**src/common/psc_pkg.sv**
```systemverilog
// shared constants and types of the passive serial configuration port
package psc_pkg;

  // ----------------------------------------------------------------
  // timing
  // ----------------------------------------------------------------
  localparam int CLK_MHZ = 100;
  localparam int T_CFG_NS = 2000;
  localparam int T_ST2CK_NS = 2000;
  localparam int T_BIT_PERIOD_NS = 80;
  localparam int T_BIT_MIN_NS = 8;
  localparam int T_INIT_OSC_NS = 55000;
  localparam int INIT_USR_EDGES = 8532;
  localparam int POST_FALL_EDGES = 2;
  localparam logic [15:0] T_CFG_CYC =
    16'((T_CFG_NS * CLK_MHZ + 999) / 1000);
  localparam logic [15:0] T_ST2CK_CYC =
    16'((T_ST2CK_NS * CLK_MHZ + 999) / 1000);
  localparam int HALF_MIN_CYC = (T_BIT_MIN_NS * CLK_MHZ + 1999) / 2000;
  localparam int HALF_NOM_CYC = T_BIT_PERIOD_NS * CLK_MHZ / 2000;
  localparam logic [15:0] BIT_HALF_CYC = 16'((HALF_NOM_CYC > HALF_MIN_CYC)
    ? HALF_NOM_CYC : HALF_MIN_CYC);
  localparam int INIT_OSC_CYC = T_INIT_OSC_NS * CLK_MHZ / 1000;

  // ----------------------------------------------------------------
  // host register map and fields
  // ----------------------------------------------------------------
  localparam logic [4:0] REG_CTRL = 5'h00;
  localparam logic [4:0] REG_STATUS = 5'h04;
  localparam logic [4:0] REG_DATA = 5'h08;
  localparam logic [4:0] REG_IRQ_STATUS = 5'h0C;
  localparam logic [4:0] REG_IRQ_MASK = 5'h10;
  localparam int CTRL_START_BIT = 0;
  localparam int STAT_EMPTY_BIT = 3;
  localparam int STAT_DONE_BIT = 4;
  localparam int STAT_OK_BIT = 5;
  localparam int IRQ_DONE_BIT = 0;
  localparam int IRQ_ERR_BIT = 1;
  localparam int IRQ_DREQ_BIT = 2;
  localparam logic [2:0] IRQ_RESET = 3'h0;
  localparam logic [7:0] SYNC_BYTE_RESET = 8'h6A;

  // ----------------------------------------------------------------
  // states
  // ----------------------------------------------------------------
  typedef enum logic [2:0] {
    D_RESET = 3'h0, D_WAIT_ST = 3'h1, D_WAIT_CE = 3'h2, D_RECV = 3'h3,
    D_DONE_WAIT = 3'h4, D_INIT = 3'h5, D_USER = 3'h6, D_ERR = 3'h7
  } psc_dev_state_e;

  typedef enum logic [2:0] {
    H_IDLE = 3'h0, H_REQ = 3'h1, H_WAIT_ST = 3'h2, H_SHIFT = 3'h3,
    H_POST = 3'h4, H_DONE = 3'h5, H_ERR = 3'h6
  } psc_host_state_e;

endpackage : psc_pkg

```
**src/common/psc_link_if.sv**
```systemverilog
// link between the configuration host and one configured device
`timescale 1ns/10ps
interface psc_link_if;
  logic config_bit_clock;
  logic serial_config_data;
  logic config_request_n;
  logic chip_enable_in_n;
  logic chain_enable_out_n;
  logic user_startup_clock;
  logic status_drv;
  logic status_oe;
  logic complete_drv;
  logic complete_oe;
  wire config_status_n;
  wire config_complete;

  // open-drain lines with pull-up: low only while someone drives low
  assign config_status_n = ~(status_oe & ~status_drv);
  assign config_complete = ~(complete_oe & ~complete_drv);

  modport dev (
    input config_bit_clock, serial_config_data, config_request_n,
    input chip_enable_in_n, user_startup_clock,
    input config_status_n, config_complete,
    output chain_enable_out_n, status_drv, status_oe,
    output complete_drv, complete_oe
  );

  modport host (
    output config_bit_clock, serial_config_data, config_request_n,
    input config_status_n, config_complete
  );
endinterface : psc_link_if

```
**src/rtl/psc_device.sv**
```systemverilog
// configured-device end of the passive serial configuration port
// Operation
// data sampled on bit clock rising edge
// host sends bytes LSB first, file order
// init clock: oscillator, or user clock option
// oscillator mode runs init cycles unaided
// bit clock ignored after configuration
// user clock never touches data transfer
// host bit clock at most 125 MHz
// chain enable out low once loaded
// start receiving within one bit clock
// init only after shared complete released
// detected error pulls shared status low
// host restarts whole chain after error
// broadcast: enable tied low, chain unused
// host requests reconfig with request low
// host clocks until complete rises
// host gives two falling edges afterwards
// host halts and reports on status low
`timescale 1ns/10ps
module psc_device
  import psc_pkg::*;
#(
  parameter int CFG_BITS = 64,
  parameter logic [7:0] SYNC_BYTE = SYNC_BYTE_RESET,
  parameter int INIT_OSC_COUNT = INIT_OSC_CYC,
  parameter int INIT_USR_COUNT = INIT_USR_EDGES
) (
  input wire logic clock_in,
  input wire logic rst_in,
  psc_link_if.dev link,
  input wire logic use_user_clock_in,
  output logic user_mode_out,
  output logic config_error_out,
  output logic [7:0] config_byte_out,
  output logic config_byte_valid_out
);

  // ----------------------------------------------------------------
  // input synchronisers
  // ----------------------------------------------------------------
  // bit order: 0 clk, 1 data, 2 enable_n, 3 request_n,
  // 4 status_n, 5 complete, 6 user clock
  localparam int NS = 7;
  // stages start at the pins' levels during reset: request high, the rest
  // low, so no false request or edge shows once reset is released
  localparam logic [NS-1:0] PIN_IDLE = 7'h08;
  logic [NS-1:0] pin_raw;
  logic [NS-1:0] s1_reg;
  logic [NS-1:0] s2_reg;
  logic [NS-1:0] s3_reg;
  logic [NS-1:0] stable_reg;
  logic [NS-1:0] stable_next;
  logic [NS-1:0] settled;

  assign pin_raw = {link.user_startup_clock, link.config_complete,
    link.config_status_n, link.config_request_n, link.chip_enable_in_n,
    link.serial_config_data, link.config_bit_clock};
  // a change counts only once stages two and three agree
  assign settled = ~(s2_reg ^ s3_reg);
  assign stable_next = (settled & s3_reg) | (~settled & stable_reg);

  always_ff @(posedge clock_in or posedge rst_in) begin
    if (rst_in) begin
      s1_reg <= PIN_IDLE;
      s2_reg <= PIN_IDLE;
      s3_reg <= PIN_IDLE;
      stable_reg <= PIN_IDLE;
    end else begin
      s1_reg <= pin_raw;
      s2_reg <= s1_reg;
      s3_reg <= s2_reg;
      stable_reg <= stable_next;
    end
  end

  logic bclk_rise;
  logic uclk_rise;
  logic data_lvl;
  logic ce_n_lvl;
  logic req_n_lvl;
  logic status_lvl;
  logic complete_lvl;

  assign bclk_rise = stable_next[0] & ~stable_reg[0];
  assign uclk_rise = stable_next[6] & ~stable_reg[6];
  assign data_lvl = stable_next[1];
  assign ce_n_lvl = stable_reg[2];
  assign req_n_lvl = stable_reg[3];
  assign status_lvl = stable_reg[4];
  assign complete_lvl = stable_reg[5];

  // ----------------------------------------------------------------
  // state machine
  // ----------------------------------------------------------------
  psc_dev_state_e state_reg;
  psc_dev_state_e state_next;
  logic [31:0] bit_cnt_reg;
  logic [31:0] bit_cnt_next;
  logic [31:0] init_cnt_reg;
  logic [31:0] init_cnt_next;
  logic [7:0] shift_reg;
  logic [7:0] shift_next;
  logic first_byte_reg;
  logic first_byte_next;
  logic own_err_reg;
  logic own_err_next;

  logic take_bit;
  logic byte_full;
  logic sync_bad;
  logic last_bit;
  logic init_tick;
  logic init_end;
  logic halt_seen;

  assign take_bit = (state_reg == D_RECV) && bclk_rise;
  assign shift_next = take_bit ? {data_lvl, shift_reg[7:1]}
    : shift_reg;
  assign byte_full = take_bit && (bit_cnt_reg[2:0] == 3'h7);
  assign sync_bad = byte_full && first_byte_reg
    && (shift_next != SYNC_BYTE);
  assign last_bit = take_bit && (bit_cnt_reg == 32'(CFG_BITS - 1));
  // user clock is only looked at while initialising
  assign init_tick = use_user_clock_in ? uclk_rise : 1'b1;
  assign init_end = use_user_clock_in
    ? (init_cnt_reg == 32'(INIT_USR_COUNT - 1))
    : (init_cnt_reg == 32'(INIT_OSC_COUNT - 1));
  // shared status low from any device halts this one too, until it starts initialising
  assign halt_seen = ~status_lvl;

  always_comb begin
    state_next = state_reg;
    bit_cnt_next = bit_cnt_reg;
    init_cnt_next = init_cnt_reg;
    first_byte_next = first_byte_reg;
    own_err_next = own_err_reg;
    if (take_bit) begin
      bit_cnt_next = bit_cnt_reg + 32'h1;
    end
    if (byte_full) begin
      first_byte_next = 1'b0;
    end
    unique case (state_reg)
      D_RESET: begin
        bit_cnt_next = '0;
        init_cnt_next = '0;
        first_byte_next = 1'b1;
        own_err_next = 1'b0;
        if (req_n_lvl) begin
          state_next = D_WAIT_ST;
        end
      end
      D_WAIT_ST: begin
        if (status_lvl) begin
          state_next = D_WAIT_CE;
        end
      end
      D_WAIT_CE: begin
        // enable seen in a few fast cycles, far under one bit period
        if (halt_seen) begin
          state_next = D_ERR;
        end else if (!ce_n_lvl) begin
          state_next = D_RECV;
        end
      end
      D_RECV: begin
        if (halt_seen) begin
          state_next = D_ERR;
        end else if (sync_bad) begin
          own_err_next = 1'b1;
          state_next = D_ERR;
        end else if (last_bit) begin
          state_next = D_DONE_WAIT;
        end
      end
      D_DONE_WAIT: begin
        if (halt_seen) begin
          state_next = D_ERR;
        end else if (complete_lvl) begin
          state_next = D_INIT;
        end
      end
      D_INIT: begin
        if (init_tick) begin
          init_cnt_next = init_cnt_reg + 32'h1;
          if (init_end) begin
            state_next = D_USER;
          end
        end
      end
      D_USER: begin
        state_next = D_USER;
      end
      D_ERR: begin
        state_next = D_ERR;
      end
    endcase
    // request low restarts from any state
    if (!req_n_lvl) begin
      state_next = D_RESET;
    end
  end

  always_ff @(posedge clock_in or posedge rst_in) begin
    if (rst_in) begin
      state_reg <= D_RESET;
      bit_cnt_reg <= '0;
      init_cnt_reg <= '0;
      shift_reg <= '0;
      first_byte_reg <= 1'b1;
      own_err_reg <= 1'b0;
    end else begin
      state_reg <= state_next;
      bit_cnt_reg <= bit_cnt_next;
      init_cnt_reg <= init_cnt_next;
      shift_reg <= shift_next;
      first_byte_reg <= first_byte_next;
      own_err_reg <= own_err_next;
    end
  end

  // ----------------------------------------------------------------
  // pins and user outputs
  // ----------------------------------------------------------------
  logic ceo_n_reg;
  logic status_low_reg;
  logic complete_low_reg;
  logic user_reg;
  logic err_reg;
  logic [7:0] byte_reg;
  logic byte_valid_reg;
  logic loaded;

  assign loaded = (state_next == D_DONE_WAIT) || (state_next == D_INIT)
    || (state_next == D_USER);

  always_ff @(posedge clock_in or posedge rst_in) begin
    if (rst_in) begin
      ceo_n_reg <= 1'b1;
      status_low_reg <= 1'b1;
      complete_low_reg <= 1'b1;
      user_reg <= 1'b0;
      err_reg <= 1'b0;
      byte_reg <= '0;
      byte_valid_reg <= 1'b0;
    end else begin
      ceo_n_reg <= ~loaded;
      status_low_reg <= (state_next == D_RESET) || own_err_next;
      complete_low_reg <= ~loaded;
      user_reg <= (state_next == D_USER);
      err_reg <= (state_next == D_ERR);
      byte_valid_reg <= byte_full;
      if (byte_full) begin
        byte_reg <= shift_next;
      end
    end
  end

  assign link.chain_enable_out_n = ceo_n_reg;
  assign link.status_drv = 1'b0;
  assign link.status_oe = status_low_reg;
  assign link.complete_drv = 1'b0;
  assign link.complete_oe = complete_low_reg;
  assign user_mode_out = user_reg;
  assign config_error_out = err_reg;
  assign config_byte_out = byte_reg;
  assign config_byte_valid_out = byte_valid_reg;

endmodule : psc_device

```
**src/flat_wrapper.sv**
```systemverilog
// flat-port wrapper written by rule: the top's interface ports become plain ports
module psc_device_flat import psc_pkg::*;
#(
  parameter int CFG_BITS = 64,
  parameter logic [7:0] SYNC_BYTE = SYNC_BYTE_RESET,
  parameter int INIT_OSC_COUNT = INIT_OSC_CYC,
  parameter int INIT_USR_COUNT = INIT_USR_EDGES
)
  (clock_in, rst_in, use_user_clock_in, user_mode_out, config_error_out, config_byte_out, config_byte_valid_out, link_config_bit_clock, link_serial_config_data, link_config_request_n, link_chip_enable_in_n, link_user_startup_clock, link_chain_enable_out_n, link_status_drv, link_status_oe, link_complete_drv, link_complete_oe);
  psc_link_if link_i ();
  input wire logic clock_in;
  input wire logic rst_in;
  input wire logic use_user_clock_in;
  output logic user_mode_out;
  output logic config_error_out;
  output logic [7:0] config_byte_out;
  output logic config_byte_valid_out;
  input wire logic [$bits(link_i.config_bit_clock)-1:0] link_config_bit_clock;
  input wire logic [$bits(link_i.serial_config_data)-1:0] link_serial_config_data;
  input wire logic [$bits(link_i.config_request_n)-1:0] link_config_request_n;
  input wire logic [$bits(link_i.chip_enable_in_n)-1:0] link_chip_enable_in_n;
  input wire logic [$bits(link_i.user_startup_clock)-1:0] link_user_startup_clock;
  output wire logic [$bits(link_i.chain_enable_out_n)-1:0] link_chain_enable_out_n;
  output wire logic [$bits(link_i.status_drv)-1:0] link_status_drv;
  output wire logic [$bits(link_i.status_oe)-1:0] link_status_oe;
  output wire logic [$bits(link_i.complete_drv)-1:0] link_complete_drv;
  output wire logic [$bits(link_i.complete_oe)-1:0] link_complete_oe;
  assign link_i.config_bit_clock = link_config_bit_clock;
  assign link_i.serial_config_data = link_serial_config_data;
  assign link_i.config_request_n = link_config_request_n;
  assign link_i.chip_enable_in_n = link_chip_enable_in_n;
  assign link_i.user_startup_clock = link_user_startup_clock;
  assign link_chain_enable_out_n = link_i.chain_enable_out_n;
  assign link_status_drv = link_i.status_drv;
  assign link_status_oe = link_i.status_oe;
  assign link_complete_drv = link_i.complete_drv;
  assign link_complete_oe = link_i.complete_oe;
  psc_device #(.CFG_BITS(CFG_BITS), .SYNC_BYTE(SYNC_BYTE), .INIT_OSC_COUNT(INIT_OSC_COUNT), .INIT_USR_COUNT(INIT_USR_COUNT)) u_core (.clock_in(clock_in), .rst_in(rst_in), .link(link_i), .use_user_clock_in(use_user_clock_in), .user_mode_out(user_mode_out), .config_error_out(config_error_out), .config_byte_out(config_byte_out), .config_byte_valid_out(config_byte_valid_out));
endmodule
```
**config.mk**
```make
export PLATFORM = sky130hd
export DESIGN_NAME = psc_device_flat
export DESIGN_NICKNAME = d
export VERILOG_FILES = /design/src/common/psc_pkg.sv /design/src/common/psc_link_if.sv /design/src/rtl/psc_device.sv /design/src/flat_wrapper.sv
export SDC_FILE = /design/constraint.sdc
export NUM_CORES = 1
export LEC_CHECK = 0
export BUFFER_PORTS_ARGS = -buffer_cell sky130_fd_sc_hd__buf_2
export CORE_UTILIZATION = 35
export CTS_CLUSTER_SIZE = 8
export DETAILED_ROUTE_END_ITERATION = 12
export PLACE_DENSITY_LB_ADDON = 0.3
export SETUP_SLACK_MARGIN = 0.2
export SLEW_MARGIN = 40
export SYNTH_ARGS = -nofsm -noshare
export SYNTH_HDL_FRONTEND = slang
export SYNTH_SLANG_ARGS = --single-unit
```
**constraint.sdc**
```tcl
create_clock -name clock_in -period 4 [get_ports clock_in]
set_clock_uncertainty 0.2 [all_clocks]
set_input_delay 0.2 -clock clock_in [delete_from_list [all_inputs] [get_ports clock_in]]
set_output_delay 0.2 -clock clock_in [all_outputs]
set_load 0.05 [all_outputs]
```
==> results of run 1 <==
## worst max path at each step
stage | end | slack [ns] | cells after the start
2_1_floorplan | asynchronous set/reset pin | 0.51 | 1
3_3_place_gp | u_core.config_error_out | 1.35 | 5
3_5_place_dp | u_core.config_error_out | 1.25 | 5
4_1_cts | u_core.config_error_out | 1.18 | 5
5_1_grt | u_core.config_error_out | 1.01 | 5
6_report | u_core.config_error_out | 1.21 | 5
## final cells by class
class                   count  area (um^2)  area share (%)
clock buffers              18          429            6.64
clock inverters            14          168            2.59
inverters                  16         62.6           0.967
multi-input cells         354         2390            37.0
flip-flops and latches    117         2940            45.4
well taps                 211          264            4.08
repair buffers             33          214            3.31
## routing by layer
metal / GRT usage [%] / wire (um) / up-vias
met1: 20.8 / 5330 / 1987
met5: 0 / 0 / -
li1: - / - / 1907
met4: 6.23 / 161 / 0
met2: 23.4 / 5140 / 37
met3: 4.19 / 303 / 10
## worst register-to-register path, cell delays in order, from the launching register on
cell and delay [ns]:
dfrtp_1 0.70, and3b_1 0.35, nand3_1 0.42, nor3_1 0.49, o311ai_0 0.28, o21ba_2 0.29
## power by group through the flow
stage                     Sequential (mW)  Combinational, mW  Clock [mW]
after floorplan                      1.25              0.147           0
after global placement               1.26              0.169           0
after detailed placement             1.27              0.178           0
after CTS                            1.25              0.184        1.56
after global routing                 1.25              0.203        1.61
final                                1.25              0.180        1.52
## kinds of logic after synthesis
kind of cell,after synthesis,share of synthesized area [%]
simple gates,211,22.8
flops,117,53.5
compound gates,80,9.69
buf+inv,39,3.12
xor+xnor,35,5.59
mux,16,3.26
fa+ha+maj,10,1.96
other cells,1,0.0684
## cell usage in the layout (no fill, tap or decap), drive strengths merged, types with 3 or more instances in the layout
cell type | Yosys | final
dfrtp | 110 | 110
nor2 | 41 | 41
a21oi | 30 | 30
buf | 7 | 27
nand3 | 26 | 26
nand2 | 26 | 26
xor2 | 25 | 25
inv | 16 | 22
o21ai | 20 | 20
nand4 | 18 | 18
clkbuf | 16 | 18
or3 | 17 | 17
mux2 | 15 | 15
nor4 | 15 | 15
and3 | 11 | 11
nor3 | 11 | 11
o31ai | 10 | 10
xnor2 | 10 | 10
or4 | 10 | 10
maj3 | 7 | 7
dfstp | 7 | 7
and2 | 7 | 7
and4 | 6 | 6
clkinv | 0 | 6
dlygate4sd3 | 0 | 6
nand3b | 5 | 5
nand2b | 4 | 4
or2 | 3 | 3
ha | 3 | 3
o211ai | 3 | 3
## timing repair
action | CTS | global route
setup endpoints to repair | 0 | 0
gates resized for setup | 0 | 0
hold endpoints to repair | 51 | 0
hold buffers | 6 | 0
==> key figures, run 1 <==
Global route
  • Vias in the first global route: 3940
  • First-pass GRT wire length: 19500 um
  • Initial antenna violation count: 0
  • Grt ovf: 0
  • Gr usage total: 15.4%
  • Pin count of the biggest net entering global routing: 50

Final layout
  • Proportion of layout cells with a drive suffix above 1: a little under a fifth
  • Final cell count without fillers: between 700 and 800
  • Design area: 0.00647 mm^2
  • Area growth syn-to-layout: 17.9%
  • Post-layout util: 42.4%
  • Layout Nets: 550
  • Fillers: roughly 1400
  • # diodes: 0

Yosys
  • Commonest cells post-synth: dfrtp_1 (110), nor2_1 (41), a21oi_1 (29)
  • Yosys cell types: 67
  • Sequential share of the synthesized area: 53.5%
  • Synth top area share: 50.2%
  • Synth Instances: 509
  • Top-count cell post-synth: dfrtp_1
  • Netlist Area Pre-Place: roughly 0.0055 mm^2
  • Ys flop type: dfrtp_1
  • Asr flop ratio synth: 100%
  • Post-synthesis area per instance: approximately 11 um^2
  • Synth area leaders: dfrtp_1 (50%), xor2_1 (4.0%), dfstp_2 (3.4%)
  • Synthesis warning total: 0
  • Dominant cell type by area after synthesis: dfrtp_1
  • Post-synth EDFFs: 0
  • Seq cells post-synth: 117

STA
  • Period utilization: 69.7%
  • Rel. slew slack: between 50% and 60%
  • Final min period: around 2.8 ns
  • PnR worst setup slack: around 1.2 ns
  • Worst Hold Slack: 0.105 ns
  • Achievable Freq: 0.359 GHz
  • RSZ-0062 raised after global routing: no
  • Final hold violation count: 0
  • Final Max Tran Viols: 0
  • Worst Max-Slew Pin Slew: 0.614 ns
  • Final setup fails: 0
  • Setup_tns: 0 ns

Power and ir drop
  • Power Density: 456 mW/mm^2
  • Logic pwr share: 6.1%
  • Psw: approximately 0.75 mW
  • Total power: 2.95 mW
  • Leakage: about 2.8 nW
  • Flop pwr share: 42.3%
  • Clock network fraction of total power: about 52%
  • Int Pwr: around 2.2 mW
  • Switch share: between 20% and 30%
  • Worst vdd ir: 0.000510 V

Route
  • WL final: 10900 um
  • Routed Antenna Nets: 0
  • DRT iter0 DRCs: between 150 and 200
  • DR vias/cell: 5.17
  • Pre-antenna DRT Iters: 4
  • Vias: 3941
  • Drt wl/cell: 14.3 um
  • # DRC: 0

Job
  • Max Cap Viol: 0

Hold path
  • Min-Delay Endpoint: u_core.init_cnt_reg[0]
  • Hold crit path type: primary input to flip-flop
  • Min-Delay Path Depth: 3
  • HP Start: use_user_clock_in

Worst setup path
  • R2r setup slk: 1.21 ns
  • Worst EP arrival: between 2 and 3 ns
  • CP required: 4.16 ns
  • CP Class: flip-flop to flip-flop
  • Max FO, Critical Path: 16
  • Worst path cell trace: and3b_1 -> nand3_1 -> nor3_1 -> o311ai_0 -> o21ba_2
  • Critical-path top delay cell: dfrtp_1
  • Worst setup EP type: flip-flop
  • Startpoint Class: flip-flop
  • Worst reg2reg path startpoint: u_core.state_reg[0]
  • Reg2Reg Depth: 5
  • Critical R2R Capture: u_core.config_error_out
  • CP delay by family, top: simple AND/OR/NAND/NOR gates
  • Crit path launch: u_core.state_reg[0]
  • Worst Path Buf+Inv: 0
  • Worst stage delay on the critical path: 0.70 ns

Placement
  • Placed cell area: approximately 0.0058 mm^2
  • Dpl ws: 1.25 ns
  • Post-Place Cells: approximately 730
  • Port Buf Inserts: 21
  • Final HPWL DP: 7340 um
  • GPL Wtd Cong: 0.798

Clock network
  • CTS buffer count: 17
  • CTS Buffer Depth: 2
  • Clk Latency, worst-skew pair: 0.42 ns
  • CTS tree: done
  • H-Tree Depth: 4
  • Post-CTS Setup Bufs: 0
  • CTS Sinks: around 120
  • Root Buffer: clkbuf_16
  • CTS clk-pin slew, worst paths: 0.06 ns

Floorplanning
  • Initial Util: 35.9%
  • Core area: 0.0153 mm^2
  • Die width: 127 um
  • Vert. Die Dim: 127 um
  • I/O pins: 24
  • Die ar.: roughly 0.016 mm^2
  • # rows: 45

Run status
  • Status: complete, no violations
No activity file was read; power rests on OpenSTA's default activity.
==> inputs of run 2 (changes only) <==
==> constraint.sdc (replaced) <==
create_clock -name clock_in -period 2.4 [get_ports clock_in]
set_clock_uncertainty 0.2 [all_clocks]
set_input_delay 0.12 -clock clock_in [delete_from_list [all_inputs] [get_ports clock_in]]
set_output_delay 0.12 -clock clock_in [all_outputs]
set_load 0.05 [all_outputs]
==> run 2 against run 1 <==
Compared with the run above:
- worst hold slack worse by 0.052 ns
- largest power group unchanged
- power increased by 68%
- combinational power up 96%
- via count up 4.7%
- first-iteration DRC count shrank 3.3%
==> key figures, run 2 (synthesis results as in run 1) <==
Route
  • Drt wl/cell: 14.7 um (+2.4%)
  • Routed Antenna Nets: 0 (unchanged)
  • # DRC: 0 (unchanged)
  • DRT iter0 DRCs: 177 (-3.3%)
  • DR vias/cell: 5.19 (+0.46%)
  • Pre-antenna DRT Iters: 5 (+1)
  • Vias: 4125 (+4.7%)
  • WL final: 11700 um (+6.7%)

Worst setup path
  • Max FO, Critical Path: 8 (-8)
  • CP delay by family, top: simple AND/OR/NAND/NOR gates
  • Worst path cell trace: and4_4 -> and4b_2 -> o2111ai_4 -> or4_4 -> a21oi_2
  • WP depth: 5 (unchanged)
  • Worst setup EP type: flip-flop
  • CP required: 2.54 ns (-1.62 ns)
  • Worst EP arrival: 2.31 ns (-0.64 ns)
  • Reg2Reg Depth: 5 (unchanged)
  • Worst Path Buf+Inv: 0 (unchanged)
  • Startpoint Class: flip-flop
  • Critical-path top delay cell: or4_4
  • R2r setup slk: 0.23 ns (-0.99 ns)
  • CP Class: flip-flop to flip-flop
  • Worst stage delay on the critical path: 0.53 ns (-0.17 ns)

STA
  • RSZ-0062 raised after global routing: yes
  • Achievable Freq: 0.460 GHz (+28%)
  • Final Max Tran Viols: 0 (unchanged)
  • Final hold violation count: 0 (unchanged)
  • Worst Max-Slew Pin Slew: 0.679 ns (+0.0647 ns)
  • Setup_tns: 0 ns (unchanged)
  • Rel. slew slack: 54.1% (-4.9 points)
  • Final min period: 2.17 ns (-0.614 ns)
  • Final setup fails: 0 (unchanged)
  • Period utilization: 90.6% (+21 points)

Placement
  • GPL Wtd Cong: 0.805 (+0.83%)
  • Final HPWL DP: 7460 um (+1.5%)
  • Post-Place Cells: 740 (+2.1%)
  • Port Buf Inserts: 21 (unchanged)

Floorplanning
  • Die ar.: 0.0162 mm^2 (unchanged)
  • Initial Util: 35.9% (unchanged)
  • I/O pins: 24 (unchanged)
  • Die width: 127 um (unchanged)
  • Core area: 0.0153 mm^2 (unchanged)
  • Vert. Die Dim: 127 um (unchanged)
  • # rows: 45 (unchanged)

Clock network
  • CTS Buffer Depth: 2 (unchanged)
  • CTS Sinks: 117 (unchanged)
  • CTS tree: done
  • H-Tree Depth: 4 (unchanged)
  • CTS buffer count: 17 (unchanged)
  • Root Buffer: clkbuf_16
  • CTS clk-pin slew, worst paths: 0.05 ns (about the same)
  • Clk Latency, worst-skew pair: 0.41 ns (about the same)

Power and ir drop
  • Worst vdd ir: 0.000699 V (+37%)
  • Total power: 4.95 mW (+68%)
  • Leakage: 2.95 nW (+5.0%)
  • Power Density: 720 mW/mm^2 (+58%)

Global route
  • Vias in the first global route: 4007 (+1.7%)
  • Pin count of the biggest net entering global routing: 38 (-24%)
  • Gr usage total: 15.4% (+0.016 points)
  • First-pass GRT wire length: 19400 um (-0.85%)
  • Grt ovf: 0 (unchanged)
  • Initial antenna violation count: 0 (unchanged)

Hold path
  • Min-Delay Path Depth: 3 (unchanged)
  • Hold crit path type: primary input to flip-flop

Final layout
  • Post-layout util: 45.0% (+2.6 points)
  • Area growth syn-to-layout: 25.2%
  • Final cell count without fillers: 795 (+4.2%)
  • # diodes: 0 (unchanged)
  • Proportion of layout cells with a drive suffix above 1: 26.0% (+7.5 points)
  • Layout Nets: 582 (+5.8%)
  • Most common cell after layout, fill and taps aside: dfrtp_1
  • Most frequent cells in the layout: dfrtp_1 (106), nor2_1 (41), buf_4 (31)

Job
  • Max Cap Viol: 0 (unchanged)

Run status
  • Status: complete, no violations
==> run 2: cell types whose count changed in the layout (fill, tap and decap cells not counted), sizes merged <==
cell	previous run	this run
clkinvlp	0	3
buf	27	58
clkbuf	18	20
o2111ai	1	2
clkinv	6	5
bufinv	2	3
inv	22	17
==> run 2: layout make-up <==
| class | instances | area (um^2) |
|---|---|---|
| timing repair buffer | 64 | 493 |
| sequential | 117 | 2940 |
| multi-input combinational | 355 | 2510 |
| fill | 1436 | 8390 |
| tap | 211 | 264 |
| inverter | 16 | 63.8 |
| clock inverter | 12 | 155 |
| clock buffer | 20 | 437 |
==> run 2: worst paths after layout <==
check | to | start
setup / recovery | u_core.init_cnt_reg[29] | u_core.init_cnt_reg[6]
hold / removal | u_core.init_cnt_reg[0] | use_user_clock_in
setup reg to reg | u_core.init_cnt_reg[29] | u_core.init_cnt_reg[6]
hold reg to reg | u_core.s2_reg[6] | u_core.s1_reg[6]
max in group asynchronous | u_core.s2_reg[3] | rst_in
min in group asynchronous | u_core.config_byte_out[7] | rst_in
==> run 2: worst reg2reg max path: cells and delay by family (launching register included) <==
| family | cells | cell delay [ns] |
|---|---|---|
| and+or+nand+nor | 3 | 1.15 |
| DFF | 1 | 0.42 |
| AOI/OAI and AO/OA | 2 | 0.34 |
==> run 2: metal layers <==
layer	routed length [um]	up-vias	global-route usage, %	share of wire, %
met4	182	0	7.21	1.6
met1	5450	2043	20.5	47
met3	406	15	3.94	3.5
li1	-	1986	-	-
met5	0	-	0	0
met2	5630	81	23.5	48
==> run 2: timing repair <==
| action | 4_1_cts | 5_1_grt |
|---|---|---|
| pin swaps | 1 | 18 |
| hold endpoints to repair | 35 | 0 |
| gates resized for setup | 4 | 25 |
| buffers inserted | 2 | 12 |
| endpoints found under the setup margin | 10 | 40 |
| cloned | 0 | 2 |
| hold buffers | 6 | 0 |
==> run 2: per-stage QoR <==
step                      area, um^2  setup WS (ns)  hold WS (ns)
after CTS                       6620          0.189        0.0203
after global routing            6870          0.141        0.0830
after global placement          5930          0.127        0.0283
after detailed placement        5930          0.120        0.0276
after floorplan                 5490          0.375       -0.0755
final                           6870          0.225        0.0533
==> run 2: report_power, final <==
part	leakage (nW)	switching, mW	internal, mW	total (mW)
logic	1.11	0.243	0.109	0.352
registers	1.56	0.0438	2.02	2.07
clock network	0.285	0.895	1.63	2.53
==> inputs of run 3 (changes only) <==
--- a/config.mk
+++ b/config.mk
@@ -6,6 +6,9 @@
 export NUM_CORES = 1
 export LEC_CHECK = 0
 export BUFFER_PORTS_ARGS = -buffer_cell sky130_fd_sc_hd__buf_2
+export CELL_PAD_IN_SITES_DETAIL_PLACEMENT = 1
+export CELL_PAD_IN_SITES_GLOBAL_PLACEMENT = 1
+export CORE_MARGIN = 4
 export CORE_UTILIZATION = 35
 export CTS_CLUSTER_SIZE = 8
 export DETAILED_ROUTE_END_ITERATION = 12
==> constraint.sdc (replaced) <==
create_clock -name clock_in -period 2.6 [get_ports clock_in]
set_clock_uncertainty 0.2 [all_clocks]
set_input_delay 0.13 -clock clock_in [delete_from_list [all_inputs] [get_ports clock_in]]
set_output_delay 0.13 -clock clock_in [all_outputs]
set_load 0.05 [all_outputs]
==> run 3 against run 2 <==
Compared with the run above:
- count of clock-buffer cells in the layout decreased by 1
- fmax shrank 4.5%
- final cell count is 2.6% lower
- critical path type unchanged
- largest cell class unchanged
==> key figures, run 3 (synthesis results as in run 1) <==
Final layout
  • # diodes: 0 (unchanged)
  • Area growth syn-to-layout: 19.4%
  • Proportion of layout cells with a drive suffix above 1: 21.1% (-4.9 points)
  • Post-layout util: 42.9% (-2.1 points)
  • Most frequent cells in the layout: dfrtp_1 (108), nor2_1 (41), a21oi_1 (29)
  • Most common cell after layout, fill and taps aside: dfrtp_1
  • Layout Nets: 561 (-3.6%)

Floorplanning
  • I/O pins: 24 (unchanged)
  • Initial Util: 35.9% (unchanged)
  • Die ar.: 0.0177 mm^2 (+9.7%)
  • Die width: 133 um (+4.7%)
  • # rows: 45 (unchanged)
  • Core area: 0.0153 mm^2 (unchanged)
  • Vert. Die Dim: 133 um (+4.7%)

Power and ir drop
  • Power Density: 669 mW/mm^2 (-7.1%)
  • Psw: 1.15 mW (-2.7%)
  • Total power: 4.38 mW (-11%)
  • Clock network fraction of total power: 49.2% (-1.9 points)
  • Int Pwr: 3.24 mW (-14%)
  • Logic pwr share: 7.2% (about the same)
  • Flop pwr share: 43.6% (+1.8 points)
  • Leakage: 2.82 nW (-4.4%)
  • Switch share: 26.2% (+2.3 points)
  • Worst vdd ir: 0.000486 V (-30%)

Route
  • WL final: 12800 um (+10%)
  • Drt wl/cell: 16.6 um (+13%)
  • Routed Antenna Nets: 0 (unchanged)
  • DR vias/cell: 5.30 (+2.2%)
  • Routed met2 length: 6170 um (+9.6%)
  • Pre-antenna DRT Iters: 4 (-1)
  • DR WL met3: 347 um (-15%)
  • DRT iter0 DRCs: 193 (+9.0%)
  • Routed metal-1 wirelength: 6020 um (+10%)
  • Vias: 4106 (-0.46%)
  • # DRC: 0 (unchanged)
  • Highest metal used: met4

STA
  • Setup_tns: 0 ns (unchanged)
  • Final hold violation count: 0 (unchanged)
  • Worst Max-Slew Pin Slew: 0.694 ns (+0.0153 ns)
  • Final Max Tran Viols: 0 (unchanged)
  • RSZ-0062 raised after global routing: yes
  • Final min period: 2.28 ns (+0.102 ns)
  • Final setup fails: 0 (unchanged)
  • Rel. slew slack: 53.6% (-0.54 points)
  • Achievable Freq: 0.439 GHz (-4.5%)
  • Period utilization: 87.6% (-3.0 points)
  • PnR worst setup slack: 0.323 ns (+0.0980 ns)

Worst setup path
  • Startpoint Class: flip-flop
  • Worst EP arrival: 2.42 ns (+0.11 ns)
  • CP delay by family, top: simple AND/OR/NAND/NOR gates
  • CP Class: flip-flop to flip-flop
  • Worst Path Buf+Inv: 0 (unchanged)
  • Worst stage delay on the critical path: 0.49 ns (-0.04 ns)
  • Worst setup EP type: flip-flop
  • CP required: 2.74 ns (+0.20 ns)
  • Max FO, Critical Path: 18 (+10)
  • Critical-path top delay cell: or4_1
  • Worst path cell trace: and4_1 -> and4b_2 -> o2111ai_4 -> or4_1 -> a21oi_1

Clock network
  • CTS tree: done
  • Post-CTS Setup Bufs: 0 (-2)
  • CTS Buffer Depth: 2 (unchanged)
  • CTS Sinks: 117 (unchanged)
  • H-Tree Depth: 4 (unchanged)
  • Root Buffer: clkbuf_16
  • CTS clk-pin slew, worst paths: 0.06 ns (about the same)
  • CTS buffer count: 17 (unchanged)
  • Clk Latency, worst-skew pair: 0.42 ns (about the same)

Placement
  • GPL Wtd Cong: 0.800 (-0.57%)
  • Final HPWL DP: 8620 um (+16%)
  • Dpl ws: 0.138 ns (+0.0173 ns)
  • Port Buf Inserts: 21 (unchanged)

Run status
  • Status: complete, no violations

Global route
  • Pin count of the biggest net entering global routing: 53 (+39%)
  • Gr usage total: 15.6% (+0.22 points)
  • Grt ovf: 0 (unchanged)
  • Initial antenna violation count: 0 (unchanged)
  • First-pass GRT wire length: 22500 um (+16%)
  • Vias in the first global route: 4400 (+9.8%)

Hold path
  • Hold crit path type: primary input to flip-flop

Job
  • Max Cap Viol: 0 (unchanged)
==> run 3: stage by stage <==
step | instance area [um^2] | hold WS (ns) | std cells
floorplan | 5490 | -0.0655 | 510
CTS | 6520 | 0.0340 | 774
global placement | 5900 | 0.0377 | 736
finish | 6550 | 0.0771 | 774
detailed placement | 5900 | 0.0392 | 736
global route | 6550 | 0.0883 | 774
==> run 3: layer usage <==
metal | vias to the layer above | global-route usage [%]
met5 | - | 0
met4 | 0 | 6.69
met3 | 25 | 3.63
met2 | 47 | 24.5
met1 | 2115 | 20.7
li1 | 1919 | -
==> run 3: what timing repair did <==
item,CTS,global route
pin swaps,0,0
hold buffers,6,0
cloned,0,0
gates resized for setup,2,6
endpoints found under the hold margin,32,0
endpoints found under the setup margin,7,13
==> run 3: power groups by stage <==
| stage | Clock (mW) | Sequential (mW) | Combinational, mW |
|---|---|---|---|
| floorplan | 0 | 1.93 | 0.227 |
| global placement | 0 | 1.94 | 0.307 |
| detailed placement | 0 | 1.94 | 0.316 |
| CTS | 2.21 | 1.91 | 0.326 |
| global route | 2.31 | 1.92 | 0.355 |
| finish | 2.16 | 1.91 | 0.318 |
==> run 3: layout make-up <==
type | instances | area, um^2
multi-input cells | 354 | 2410
clock buffers | 19 | 453
fillers | 1648 | 8710
flip-flops and latches | 117 | 2940
inverters | 16 | 63.8
repair buffers | 44 | 318
well taps | 211 | 264
clock inverters | 13 | 101
==> run 3: path summary, 6_finish.rpt <==
kind / from / depth (start not counted) / slack (ns) / end
worst max register to register: u_core.init_cnt_reg[6] / 5 / 0.32 / u_core.init_cnt_reg[21]
min in group asynchronous: rst_in / 3 / 0.17 / u_core.stable_reg[6]
worst min-delay path: use_user_clock_in / 4 / 0.08 / u_core.init_cnt_reg[5]
worst min register to register: u_core.s1_reg[6] / 0 / 0.15 / u_core.s2_reg[6]
worst max-delay path: u_core.init_cnt_reg[6] / 5 / 0.32 / u_core.init_cnt_reg[21]
max in group asynchronous: rst_in / 4 / 1.31 / u_core.first_byte_reg
==> run 3: worst reg2reg max path: stages, from the launching register on <==
cell	delay, ns
dfrtp_1	0.44
and4_1	0.29
and4b_2	0.34
o2111ai_4	0.29
or4_1	0.50
a21oi_1	0.15
